## src/hw/gw_params.svh

```systemverilog
// timing, offsets and code constants for the position head gateway
`ifndef GW_PARAMS_SVH
`define GW_PARAMS_SVH
`define CLK_HZ 200000000
`define BAUD_LO 500000
`define BAUD_HI 2000000
`define WARN_HOLD_S 60
`define IDLE_LIMIT_MS 500
`define FLASH_MS 250
`define MS_PER_S 1000
`define POLL_TIMEOUT 16'h03e8
`define RESP_DELAY 8'h10
`define FRAME_BITS 8'h40
`define BYTES_ONE 4'h4
`define BYTES_TWO 4'h8
`define ERR_SELECTOR 4'h1
`define ERR_HEAD_ADDR 4'h2
`define WARN_NO_REPLY 4'h8
`define WARN_HEAD_ERR 4'h9
`define WARN_FIRST 4'h8
`define SEL_LAST_VALID 4'h3
`define OFF_CTRL 5'h00
`define OFF_HEAD0 5'h04
`define OFF_HEAD1 5'h08
`define OFF_IMG_LO 5'h0c
`define OFF_IMG_HI 5'h10
`define OFF_STATUS 5'h14
`define CTRL_RESET 32'h0000_0000
`define HEAD_RESET 32'h0000_0000
`define CTRL_BUS_RESET 5'h08
`define CTRL_POWER 5'h09
`define CTRL_LINK_OK 5'h0a
`define CTRL_OUT_OFF 5'h0b
`define CTRL_RUN 5'h0c
`define HEAD_ERR 5'h13
`define HEAD_OFF_RAIL 5'h14
`define HEAD_DIRTY 5'h15
`define HEAD_PRESENT 5'h16
`endif

```

## src/hw/gw_pkg.sv

```systemverilog
// shared types and decode functions for the position head gateway
`include "gw_params.svh"
package gw_pkg;
  typedef logic [18:0] pos_t;
  typedef logic [1:0] head_addr_t;
  typedef logic [3:0] code_t;
  typedef enum logic [1:0] {
    POLL_IDLE = 2'b00,
    POLL_SEND = 2'b01,
    POLL_WAIT = 2'b10,
    POLL_HALT = 2'b11
  } poll_state_t;

  // selector position decodes
  function automatic logic sel_valid(input code_t sel);
    return sel <= `SEL_LAST_VALID;
  endfunction
  function automatic logic sel_two_heads(input code_t sel);
    return sel[0];
  endfunction
  function automatic logic sel_gray(input code_t sel);
    return ~sel[1];
  endfunction
  // clock cycles per fieldbus bit
  function automatic logic [15:0] bit_cycles(input logic fast);
    return fast ? 16'(`CLK_HZ / `BAUD_HI) : 16'(`CLK_HZ / `BAUD_LO);
  endfunction
endpackage

```

## src/hw/gw_link_if.sv

```systemverilog
// link between the gateway and the fieldbus master with its heads
interface gw_link_if;
  logic poll_req;
  logic [1:0] poll_addr;
  logic poll_diag;
  logic resp_valid;
  logic [1:0] resp_addr;
  logic [18:0] resp_pos;
  logic resp_err;
  logic resp_off_rail;
  logic resp_dirty;
  logic [7:0] act_byte;
  logic xchg;
  logic bus_reset;
  logic bus_power;
  logic in_link_ok;
  logic out_off;
  logic [63:0] in_image;
  logic [3:0] in_bytes;
  logic rate_fast;
  modport gateway (
    output poll_req, poll_addr, poll_diag, in_image, in_bytes, rate_fast,
    input resp_valid, resp_addr, resp_pos, resp_err, resp_off_rail,
    input resp_dirty, act_byte, xchg, bus_reset, bus_power, in_link_ok,
    input out_off
  );
  modport master (
    input poll_req, poll_addr, poll_diag, in_image, in_bytes, rate_fast,
    output resp_valid, resp_addr, resp_pos, resp_err, resp_off_rail,
    output resp_dirty, act_byte, xchg, bus_reset, bus_power, in_link_ok,
    output out_off
  );
endinterface

```

## src/hw/code_conv.sv

```systemverilog
// binary to gray position converter, bypassed in binary mode
module code_conv (
  input wire logic [18:0] bin,
  input wire logic gray_en,
  output logic [18:0] code
);
  // gray code is the value xor itself shifted right by one
  assign code = gray_en ? (bin ^ {1'b0, bin[18:1]}) : bin;
endmodule // code_conv

```

## src/hw/gw_gateway.sv

```systemverilog
// gateway end: polls heads, builds the input image, drives indicators
//
// The Avalon-MM slave port and the placing of the registers are this design's own decisions.
`include "gw_params.svh"
module gw_gateway import gw_pkg::*; #(
  parameter longint WARN_CYCLES = longint'(`WARN_HOLD_S) * `CLK_HZ,
  parameter int IDLE_CYCLES = `IDLE_LIMIT_MS * (`CLK_HZ / `MS_PER_S),
  parameter int FLASH_CYCLES = `FLASH_MS * (`CLK_HZ / `MS_PER_S)
) (
  input wire logic clk,
  input wire logic rst_b,
  gw_link_if.gateway link,
  input wire logic [3:0] head_count_code_selector,
  input wire logic [3:0] spare_selector,
  input wire logic rate_fast_sel,
  output logic status_green,
  output logic status_red,
  output logic [3:0] id_code_indicators,
  output logic bus_state_green,
  output logic bus_state_red,
  output logic bus_active_indicator,
  output logic bus_power_indicator,
  output logic remote_check_indicator,
  output logic outgoing_off_indicator
);
  poll_state_t state_reg;
  logic [1:0] addr_reg;
  logic [15:0] wait_cnt_reg;
  logic [31:0] slot_reg [2];
  logic [3:0] fatal_reg;
  logic [3:0] warn_reg;
  logic [33:0] warn_cnt_reg;
  logic [26:0] idle_cnt_reg;
  logic [25:0] flash_cnt_reg;
  logic flash_reg;
  logic seen_reg;
  logic poll_req_reg;
  logic [63:0] image_reg;
  logic [3:0] bytes_reg;
  logic rate_reg;
  logic [18:0] pos_code;
  logic two_heads;
  logic gray_mode;
  logic cfg_ok;
  logic got_resp;
  logic bad_addr;
  logic timed_out;
  logic idle_long;

  assign two_heads = sel_two_heads(head_count_code_selector);
  assign gray_mode = sel_gray(head_count_code_selector);
  // reserved positions and a nonzero spare selector stop normal work
  assign cfg_ok = sel_valid(head_count_code_selector) &
                  (spare_selector == 4'h0);
  assign got_resp = (state_reg == POLL_WAIT) & link.resp_valid &
                    (link.resp_addr == addr_reg);
  assign bad_addr = (state_reg == POLL_WAIT) & link.resp_valid &
                    (link.resp_addr != addr_reg);
  assign timed_out = (state_reg == POLL_WAIT) & ~link.resp_valid &
                     (wait_cnt_reg == `POLL_TIMEOUT);
  assign idle_long = idle_cnt_reg == 27'(IDLE_CYCLES);

  // only the position passes through the converter; the error and status bits bypass it
  code_conv conv (
    .bin(link.resp_pos),
    .gray_en(gray_mode),
    .code(pos_code)
  );

  // polling sequencer, free running and unaware of fieldbus cycles
  always_ff @(posedge clk or negedge rst_b) begin
    if (!rst_b) begin
      state_reg <= POLL_IDLE;
      addr_reg <= 2'h0;
      poll_req_reg <= 1'b0;
      wait_cnt_reg <= 16'h0;
    end else begin
      poll_req_reg <= 1'b0;
      case (state_reg)
        POLL_IDLE: begin
          if (!cfg_ok || fatal_reg != 4'h0) begin
            state_reg <= POLL_HALT;
          end else begin
            poll_req_reg <= 1'b1;
            wait_cnt_reg <= 16'h0;
            state_reg <= POLL_SEND;
          end
        end
        POLL_SEND: begin
          state_reg <= POLL_WAIT;
        end
        POLL_WAIT: begin
          wait_cnt_reg <= wait_cnt_reg + 16'h1;
          if (got_resp || bad_addr || timed_out) begin
            // alternate heads only when two are configured
            addr_reg <= two_heads ? addr_reg + 2'h1 : 2'h0;
            if (two_heads && addr_reg == 2'h1) begin
              addr_reg <= 2'h0;
            end
            state_reg <= POLL_IDLE;
          end
        end
        POLL_HALT: begin
          if (cfg_ok && fatal_reg == 4'h0) begin
            state_reg <= POLL_IDLE;
          end
        end
        default: begin
          state_reg <= POLL_IDLE;
        end
      endcase
    end
  end

  // latest valid answer of each head, in the response word layout
  always_ff @(posedge clk or negedge rst_b) begin
    if (!rst_b) begin
      slot_reg[0] <= 32'h0;
      slot_reg[1] <= 32'h0;
    end else begin
      if (got_resp && !link.resp_addr[1]) begin
        slot_reg[link.resp_addr[0]] <= {pos_code[15:8], 5'h00,
          pos_code[18:16], 3'h0, link.resp_dirty, link.resp_err,
          link.resp_off_rail, link.resp_addr, pos_code[7:0]};
      end
    end
  end

  // input image toward the master, sized by the head count
  always_ff @(posedge clk or negedge rst_b) begin
    if (!rst_b) begin
      image_reg <= 64'h0;
      bytes_reg <= `BYTES_ONE;
      rate_reg <= 1'b0;
    end else begin
      image_reg <= {two_heads ? slot_reg[1] : 32'h0, slot_reg[0]};
      bytes_reg <= two_heads ? `BYTES_TWO : `BYTES_ONE;
      rate_reg <= rate_fast_sel;
    end
  end

  // fatal errors latch until reset; only rst_b clears them
  always_ff @(posedge clk or negedge rst_b) begin
    if (!rst_b) begin
      fatal_reg <= 4'h0;
    end else if (fatal_reg == 4'h0) begin
      if (!cfg_ok) begin
        fatal_reg <= `ERR_SELECTOR;
      end else if (bad_addr) begin
        fatal_reg <= `ERR_HEAD_ADDR;
      end
    end
  end

  // warnings show for one minute; a new one restarts the hold
  always_ff @(posedge clk or negedge rst_b) begin
    if (!rst_b) begin
      warn_reg <= 4'h0;
      warn_cnt_reg <= 34'h0;
    end else begin
      if (timed_out || (got_resp && link.resp_err)) begin
        warn_reg <= timed_out ? `WARN_NO_REPLY : `WARN_HEAD_ERR;
        warn_cnt_reg <= 34'h0;
      end else if (warn_reg >= `WARN_FIRST) begin
        warn_cnt_reg <= warn_cnt_reg + 34'h1;
        if (warn_cnt_reg == 34'(WARN_CYCLES - 1)) begin
          warn_reg <= 4'h0;
        end
      end
    end
  end

  // head status and id indicators
  always_ff @(posedge clk or negedge rst_b) begin
    if (!rst_b) begin
      seen_reg <= 1'b0;
      status_green <= 1'b0;
      status_red <= 1'b0;
      id_code_indicators <= 4'h0;
    end else begin
      if (got_resp) begin
        seen_reg <= 1'b1;
      end else if (timed_out) begin
        seen_reg <= 1'b0;
      end
      if (fatal_reg != 4'h0) begin
        status_red <= 1'b1;
        status_green <= 1'b0;
        id_code_indicators <= fatal_reg;
      end else if (warn_reg != 4'h0) begin
        status_red <= 1'b1;
        status_green <= 1'b0;
        id_code_indicators <= warn_reg;
      end else begin
        status_red <= 1'b0;
        status_green <= seen_reg;
        id_code_indicators <= 4'h1 << addr_reg;
      end
    end
  end

  // fieldbus idle timer and flash phase
  always_ff @(posedge clk or negedge rst_b) begin
    if (!rst_b) begin
      idle_cnt_reg <= 27'h0;
      flash_cnt_reg <= 26'h0;
      flash_reg <= 1'b0;
    end else begin
      if (link.xchg || link.bus_reset) begin
        idle_cnt_reg <= 27'h0;
      end else if (!idle_long) begin
        idle_cnt_reg <= idle_cnt_reg + 27'h1;
      end
      if (flash_cnt_reg == 26'(FLASH_CYCLES - 1)) begin
        flash_cnt_reg <= 26'h0;
        flash_reg <= ~flash_reg;
      end else begin
        flash_cnt_reg <= flash_cnt_reg + 26'h1;
      end
    end
  end

  // fieldbus state and diagnostic indicators
  always_ff @(posedge clk or negedge rst_b) begin
    if (!rst_b) begin
      bus_state_green <= 1'b0;
      bus_state_red <= 1'b0;
      bus_active_indicator <= 1'b0;
      bus_power_indicator <= 1'b0;
      remote_check_indicator <= 1'b0;
      outgoing_off_indicator <= 1'b0;
    end else begin
      if (link.bus_reset) begin
        bus_state_red <= 1'b1;
        bus_state_green <= 1'b0;
      end else if (idle_long) begin
        bus_state_red <= flash_reg;
        bus_state_green <= ~flash_reg;
      end else begin
        bus_state_red <= 1'b0;
        bus_state_green <= 1'b1;
      end
      bus_active_indicator <= ~link.bus_reset & ~idle_long;
      bus_power_indicator <= link.bus_power;
      remote_check_indicator <= link.in_link_ok & ~link.bus_reset;
      outgoing_off_indicator <= link.out_off;
    end
  end

  // link drive; diagnostic request follows the activation byte bits
  assign link.poll_req = poll_req_reg;
  assign link.poll_addr = addr_reg;
  assign link.poll_diag = link.act_byte[{addr_reg, 1'b0}];
  assign link.in_image = image_reg;
  assign link.in_bytes = bytes_reg;
  assign link.rate_fast = rate_reg;
endmodule // gw_gateway

```

## src/flat_wrapper.sv

```systemverilog
// flat-port wrapper written by rule: the top's interface ports become plain ports
module gw_gateway_flat import gw_pkg::*;
#(
  parameter longint WARN_CYCLES = longint'(`WARN_HOLD_S) * `CLK_HZ,
  parameter int IDLE_CYCLES = `IDLE_LIMIT_MS * (`CLK_HZ / `MS_PER_S),
  parameter int FLASH_CYCLES = `FLASH_MS * (`CLK_HZ / `MS_PER_S)
)
  (clk, rst_b, head_count_code_selector, spare_selector, rate_fast_sel, status_green, status_red, id_code_indicators, bus_state_green, bus_state_red, bus_active_indicator, bus_power_indicator, remote_check_indicator, outgoing_off_indicator, link_poll_req, link_poll_addr, link_poll_diag, link_in_image, link_in_bytes, link_rate_fast, link_resp_valid, link_resp_addr, link_resp_pos, link_resp_err, link_resp_off_rail, link_resp_dirty, link_act_byte, link_xchg, link_bus_reset, link_bus_power, link_in_link_ok, link_out_off);
  gw_link_if link_i ();
  input wire logic clk;
  input wire logic rst_b;
  input wire logic [3:0] head_count_code_selector;
  input wire logic [3:0] spare_selector;
  input wire logic rate_fast_sel;
  output logic status_green;
  output logic status_red;
  output logic [3:0] id_code_indicators;
  output logic bus_state_green;
  output logic bus_state_red;
  output logic bus_active_indicator;
  output logic bus_power_indicator;
  output logic remote_check_indicator;
  output logic outgoing_off_indicator;
  output wire logic [$bits(link_i.poll_req)-1:0] link_poll_req;
  output wire logic [$bits(link_i.poll_addr)-1:0] link_poll_addr;
  output wire logic [$bits(link_i.poll_diag)-1:0] link_poll_diag;
  output wire logic [$bits(link_i.in_image)-1:0] link_in_image;
  output wire logic [$bits(link_i.in_bytes)-1:0] link_in_bytes;
  output wire logic [$bits(link_i.rate_fast)-1:0] link_rate_fast;
  input wire logic [$bits(link_i.resp_valid)-1:0] link_resp_valid;
  input wire logic [$bits(link_i.resp_addr)-1:0] link_resp_addr;
  input wire logic [$bits(link_i.resp_pos)-1:0] link_resp_pos;
  input wire logic [$bits(link_i.resp_err)-1:0] link_resp_err;
  input wire logic [$bits(link_i.resp_off_rail)-1:0] link_resp_off_rail;
  input wire logic [$bits(link_i.resp_dirty)-1:0] link_resp_dirty;
  input wire logic [$bits(link_i.act_byte)-1:0] link_act_byte;
  input wire logic [$bits(link_i.xchg)-1:0] link_xchg;
  input wire logic [$bits(link_i.bus_reset)-1:0] link_bus_reset;
  input wire logic [$bits(link_i.bus_power)-1:0] link_bus_power;
  input wire logic [$bits(link_i.in_link_ok)-1:0] link_in_link_ok;
  input wire logic [$bits(link_i.out_off)-1:0] link_out_off;
  assign link_poll_req = link_i.poll_req;
  assign link_poll_addr = link_i.poll_addr;
  assign link_poll_diag = link_i.poll_diag;
  assign link_in_image = link_i.in_image;
  assign link_in_bytes = link_i.in_bytes;
  assign link_rate_fast = link_i.rate_fast;
  assign link_i.resp_valid = link_resp_valid;
  assign link_i.resp_addr = link_resp_addr;
  assign link_i.resp_pos = link_resp_pos;
  assign link_i.resp_err = link_resp_err;
  assign link_i.resp_off_rail = link_resp_off_rail;
  assign link_i.resp_dirty = link_resp_dirty;
  assign link_i.act_byte = link_act_byte;
  assign link_i.xchg = link_xchg;
  assign link_i.bus_reset = link_bus_reset;
  assign link_i.bus_power = link_bus_power;
  assign link_i.in_link_ok = link_in_link_ok;
  assign link_i.out_off = link_out_off;
  gw_gateway #(.WARN_CYCLES(WARN_CYCLES), .IDLE_CYCLES(IDLE_CYCLES), .FLASH_CYCLES(FLASH_CYCLES)) u_core (.clk(clk), .rst_b(rst_b), .link(link_i), .head_count_code_selector(head_count_code_selector), .spare_selector(spare_selector), .rate_fast_sel(rate_fast_sel), .status_green(status_green), .status_red(status_red), .id_code_indicators(id_code_indicators), .bus_state_green(bus_state_green), .bus_state_red(bus_state_red), .bus_active_indicator(bus_active_indicator), .bus_power_indicator(bus_power_indicator), .remote_check_indicator(remote_check_indicator), .outgoing_off_indicator(outgoing_off_indicator));
endmodule
```

## config.mk

```make
export PLATFORM = sky130hd
export DESIGN_NAME = gw_gateway_flat
export DESIGN_NICKNAME = d
export VERILOG_FILES = /design/src/hw/gw_pkg.sv /design/src/hw/gw_link_if.sv /design/src/hw/code_conv.sv /design/src/hw/gw_gateway.sv /design/src/flat_wrapper.sv
export VERILOG_INCLUDE_DIRS = /design/src /design/src/hw
export SDC_FILE = /design/constraint.sdc
export NUM_CORES = 1
export LEC_CHECK = 0
export ABC_AREA = 0
export ABC_CLOCK_PERIOD_IN_PS = 6000
export BUFFER_PORTS_ARGS = -buffer_cell sky130_fd_sc_hd__buf_2
export CAP_MARGIN = 5
export CORE_MARGIN = 2
export CORE_UTILIZATION = 60
export DETAILED_ROUTE_END_ITERATION = 7
export GPL_TIMING_DRIVEN = 0
export MAX_ROUTING_LAYER = met4
export PLACE_DENSITY = 0.83
export SLEW_MARGIN = 10
export SYNTH_ARGS = -nofsm -noshare
export SYNTH_HDL_FRONTEND = slang
export SYNTH_SLANG_ARGS = --single-unit
```

## constraint.sdc

```tcl
create_clock -name clk -period 6 [get_ports clk]
set_clock_uncertainty 0.2 [all_clocks]
set_input_delay 0.9 -clock clk [delete_from_list [all_inputs] [get_ports clk]]
set_output_delay 0.9 -clock clk [all_outputs]
set_load 0.05 [all_outputs]
```

==> metrics.txt <==
status=completed; total track usage=a little under a quarter; Antenna Cells=0; max incr delay on CP=520 ps; Reg area=between 0.005 and 0.006 mm^2; DP HPWL=around 13000 um; Lkg Pwr=~0.0054 uW; Mapped Area=slightly below 0.01 mm^2; area share of and/or/nand/nor cells after synthesis=between 20% and 30%; # fillers=1136; routed len/inst=about 16 um; Starting Density=approximately three fifths; Slew @ Worst Pin=between 900 and 1000 ps; final total power=about 5000 uW; Post-DRT Antenna Nets=0; gr ovfl total=0; H-tree levels=1; Root Driver=clkbuf_16; first-pass GRT wire length=about 33000 um; RePlAce Congestion=about 0.83; clock latency on the worst-skew pair=~520 ps; highest clock rate=~360 MHz; worst-path maximum fanout=6; Mapped Cells=~860; vias per inst=5.40; IO Pins=around 130; Synth async-reset ratio=between 90% and 100%; final cell count without fillers=around 1300; vias in the first global route=6825; router iterations before antenna repair=5; dominant cells by area after synthesis=dfrtp_1 (57%), xnor2_1 (5.4%), mux2_2 (5.2%); WS Path Type=flip-flop to primary output; slowest CP cell=mux4_2; DP Cell Count=between 1000 and 1500; most frequent cell after synthesis=dfrtp_1; PostCTS Resize Cnt=0; layout cell share with drive strength beyond 1=23.5%; CTS tree=yes; main combinational cell family by area after synthesis=simple AND/OR/NAND/NOR gates; critical path buffer and inverter count=1; max-cap violations=0; Post-synth top flop=dfrtp_1; initial antenna violation count=0; CTS max path bufs=3; adder-cell share of the synthesized area=roughly 1.3%; residual DRC count=0; RSZ-0062 raised after global routing=false; area delta synth->final=17.9%; std cell rows=46; warnings from Yosys=0; Post-Route Setup TNS=0 ps; synth unique cells=55; overall die width=~130 um; endpoints failing hold=0; Core Box Area=approximately 0.016 mm^2; Multi-input gate area=around 0.0039 mm^2; post-layout util=between 70% and 80%; Final #Nets=between 1000 and 1500; most instantiated cells after synthesis=dfrtp_1 (224), nor2_1 (95), xnor2_1 (61); Mean Syn Cell Area=~11 um^2; DRT Wirelength=between 15000 and 20000 um; cell taking the most area after synthesis=dfrtp_1; Yosys top cell area share=~57%; Port Buffers=about 110; register area share after synthesis=57.4%; # hold bufs at CTS=0; vias=6745; Synth Area in XOR/XNOR=under 10%; fin crit share=46.9%; CP arrival=approximately 1700 ps; Slew HR=36.9%; critical path's top delay family=multiplexers; # clock sinks=225; PD cells=between 400 and 500 mW/mm^2; post-synthesis mux area share=slightly below 6%; register bit total from synthesis=approximately 230; Final Critical Period=2810 ps; Synth Area in Compound Gates=2.73%; die height=approximately 130 um; Post-CTS Setup Inserts=0; Initial DRC Count=413; Req. time, crit path=just under 5000 ps; Hold WS=169 ps; crit path launch type=flip-flop; Worst-path clk slew=around 60 ps; Post-synth EDFFs=0; CTS Buf Count=24; Setup crit end kind=primary output; Setup violations, final=0; HP Class=flip-flop to flip-flop; VDD IR max=between 0.3 and 0.4 mV; die area=around 0.017 mm^2; critical path cell sequence=mux4_2, buf_2; Slew Viols, Final=0; largest net degree at the start of global routing=around 120
-- layer usage --
| metal | vias up | global-route usage, % | share of wire, % |
|---|---|---|---|
| met5 | - | - | 0 |
| met4 | 0 | 5.56 | 1.9 |
| met3 | 25 | 5.11 | 5.5 |
| met2 | 144 | 37.8 | 48 |
| met1 | 3363 | 30.8 | 45 |
| li1 | 3213 | - | - |
-- path summary, 6_finish.rpt --
check / startpoint / to / slack [ps] / cells past startpoint
max in group asynchronous: rst_b / u_core.wait_cnt_reg[9] / 4380 / 2
worst max-delay path: u_core.link.poll_addr[0] / link_poll_diag / 3190 / 2
min in group asynchronous: rst_b / u_core.bus_power_indicator / 200 / 1
worst min-delay path: u_core.slot_reg[42] / u_core.link.in_image[10] / 170 / 0
worst max register to register: u_core.state_reg[0] / u_core.slot_reg[29] / 3290 / 7
worst min register to register: u_core.slot_reg[42] / u_core.link.in_image[10] / 170 / 0
-- cells in the final DEF, fill, tap and decap left out, types with 10 or more instances in the layout --
| master | n |
|---|---|
| xnor2_1 | 61 |
| dfrtp_1 | 224 |
| nand3_1 | 37 |
| nand4_1 | 27 |
| nor2_1 | 95 |
| and4_1 | 10 |
| and3_1 | 10 |
| nand2b_1 | 21 |
| ha_1 | 10 |
| nand2_1 | 40 |
| mux2_2 | 45 |
| a21oi_1 | 16 |
| conb_1 | 18 |
| inv_1 | 24 |
| buf_4 | 18 |
| clkbuf_16 | 24 |
| xor2_1 | 43 |
| and2_1 | 31 |
| clkbuf_1 | 27 |
| nor4_1 | 23 |
| nor3_1 | 19 |
| buf_2 | 116 |
-- cells by family after synthesis --
family          after synthesis
xor+xnor                    104
fa+ha+maj                    10
simple gates                358
mux                          50
compound gates               42
buf+inv                      71
other cells                   1
flops                       225
-- power by group --
group	internal (uW)	switching (uW)
Sequential	1890	269
Clock	932	589
Combinational	418	871
Total	3240	1730
-- cell type report --
class / instances / area share [%]
Clock buffer: 35 / 5.98
Multi-Input combinational cell: 582 / 33.7
Timing Repair Buffer: 112 / 5.13
Tap cell: 216 / 2.34
Sequential cell: 225 / 48.7
Clock inverter: 9 / 1.17
Buffer: 47 / 2.18
Inverter: 24 / 0.779
-- through the flow --
stage	setup WS (ps)	cell area (um^2)
after floorplan	3390	9880
after global placement	80.0	10700
after detailed placement	2950	10700
after CTS	3170	11600
after global routing	3060	11600
final	3190	11600
Note: power is estimated with default switching activity, not from simulation.
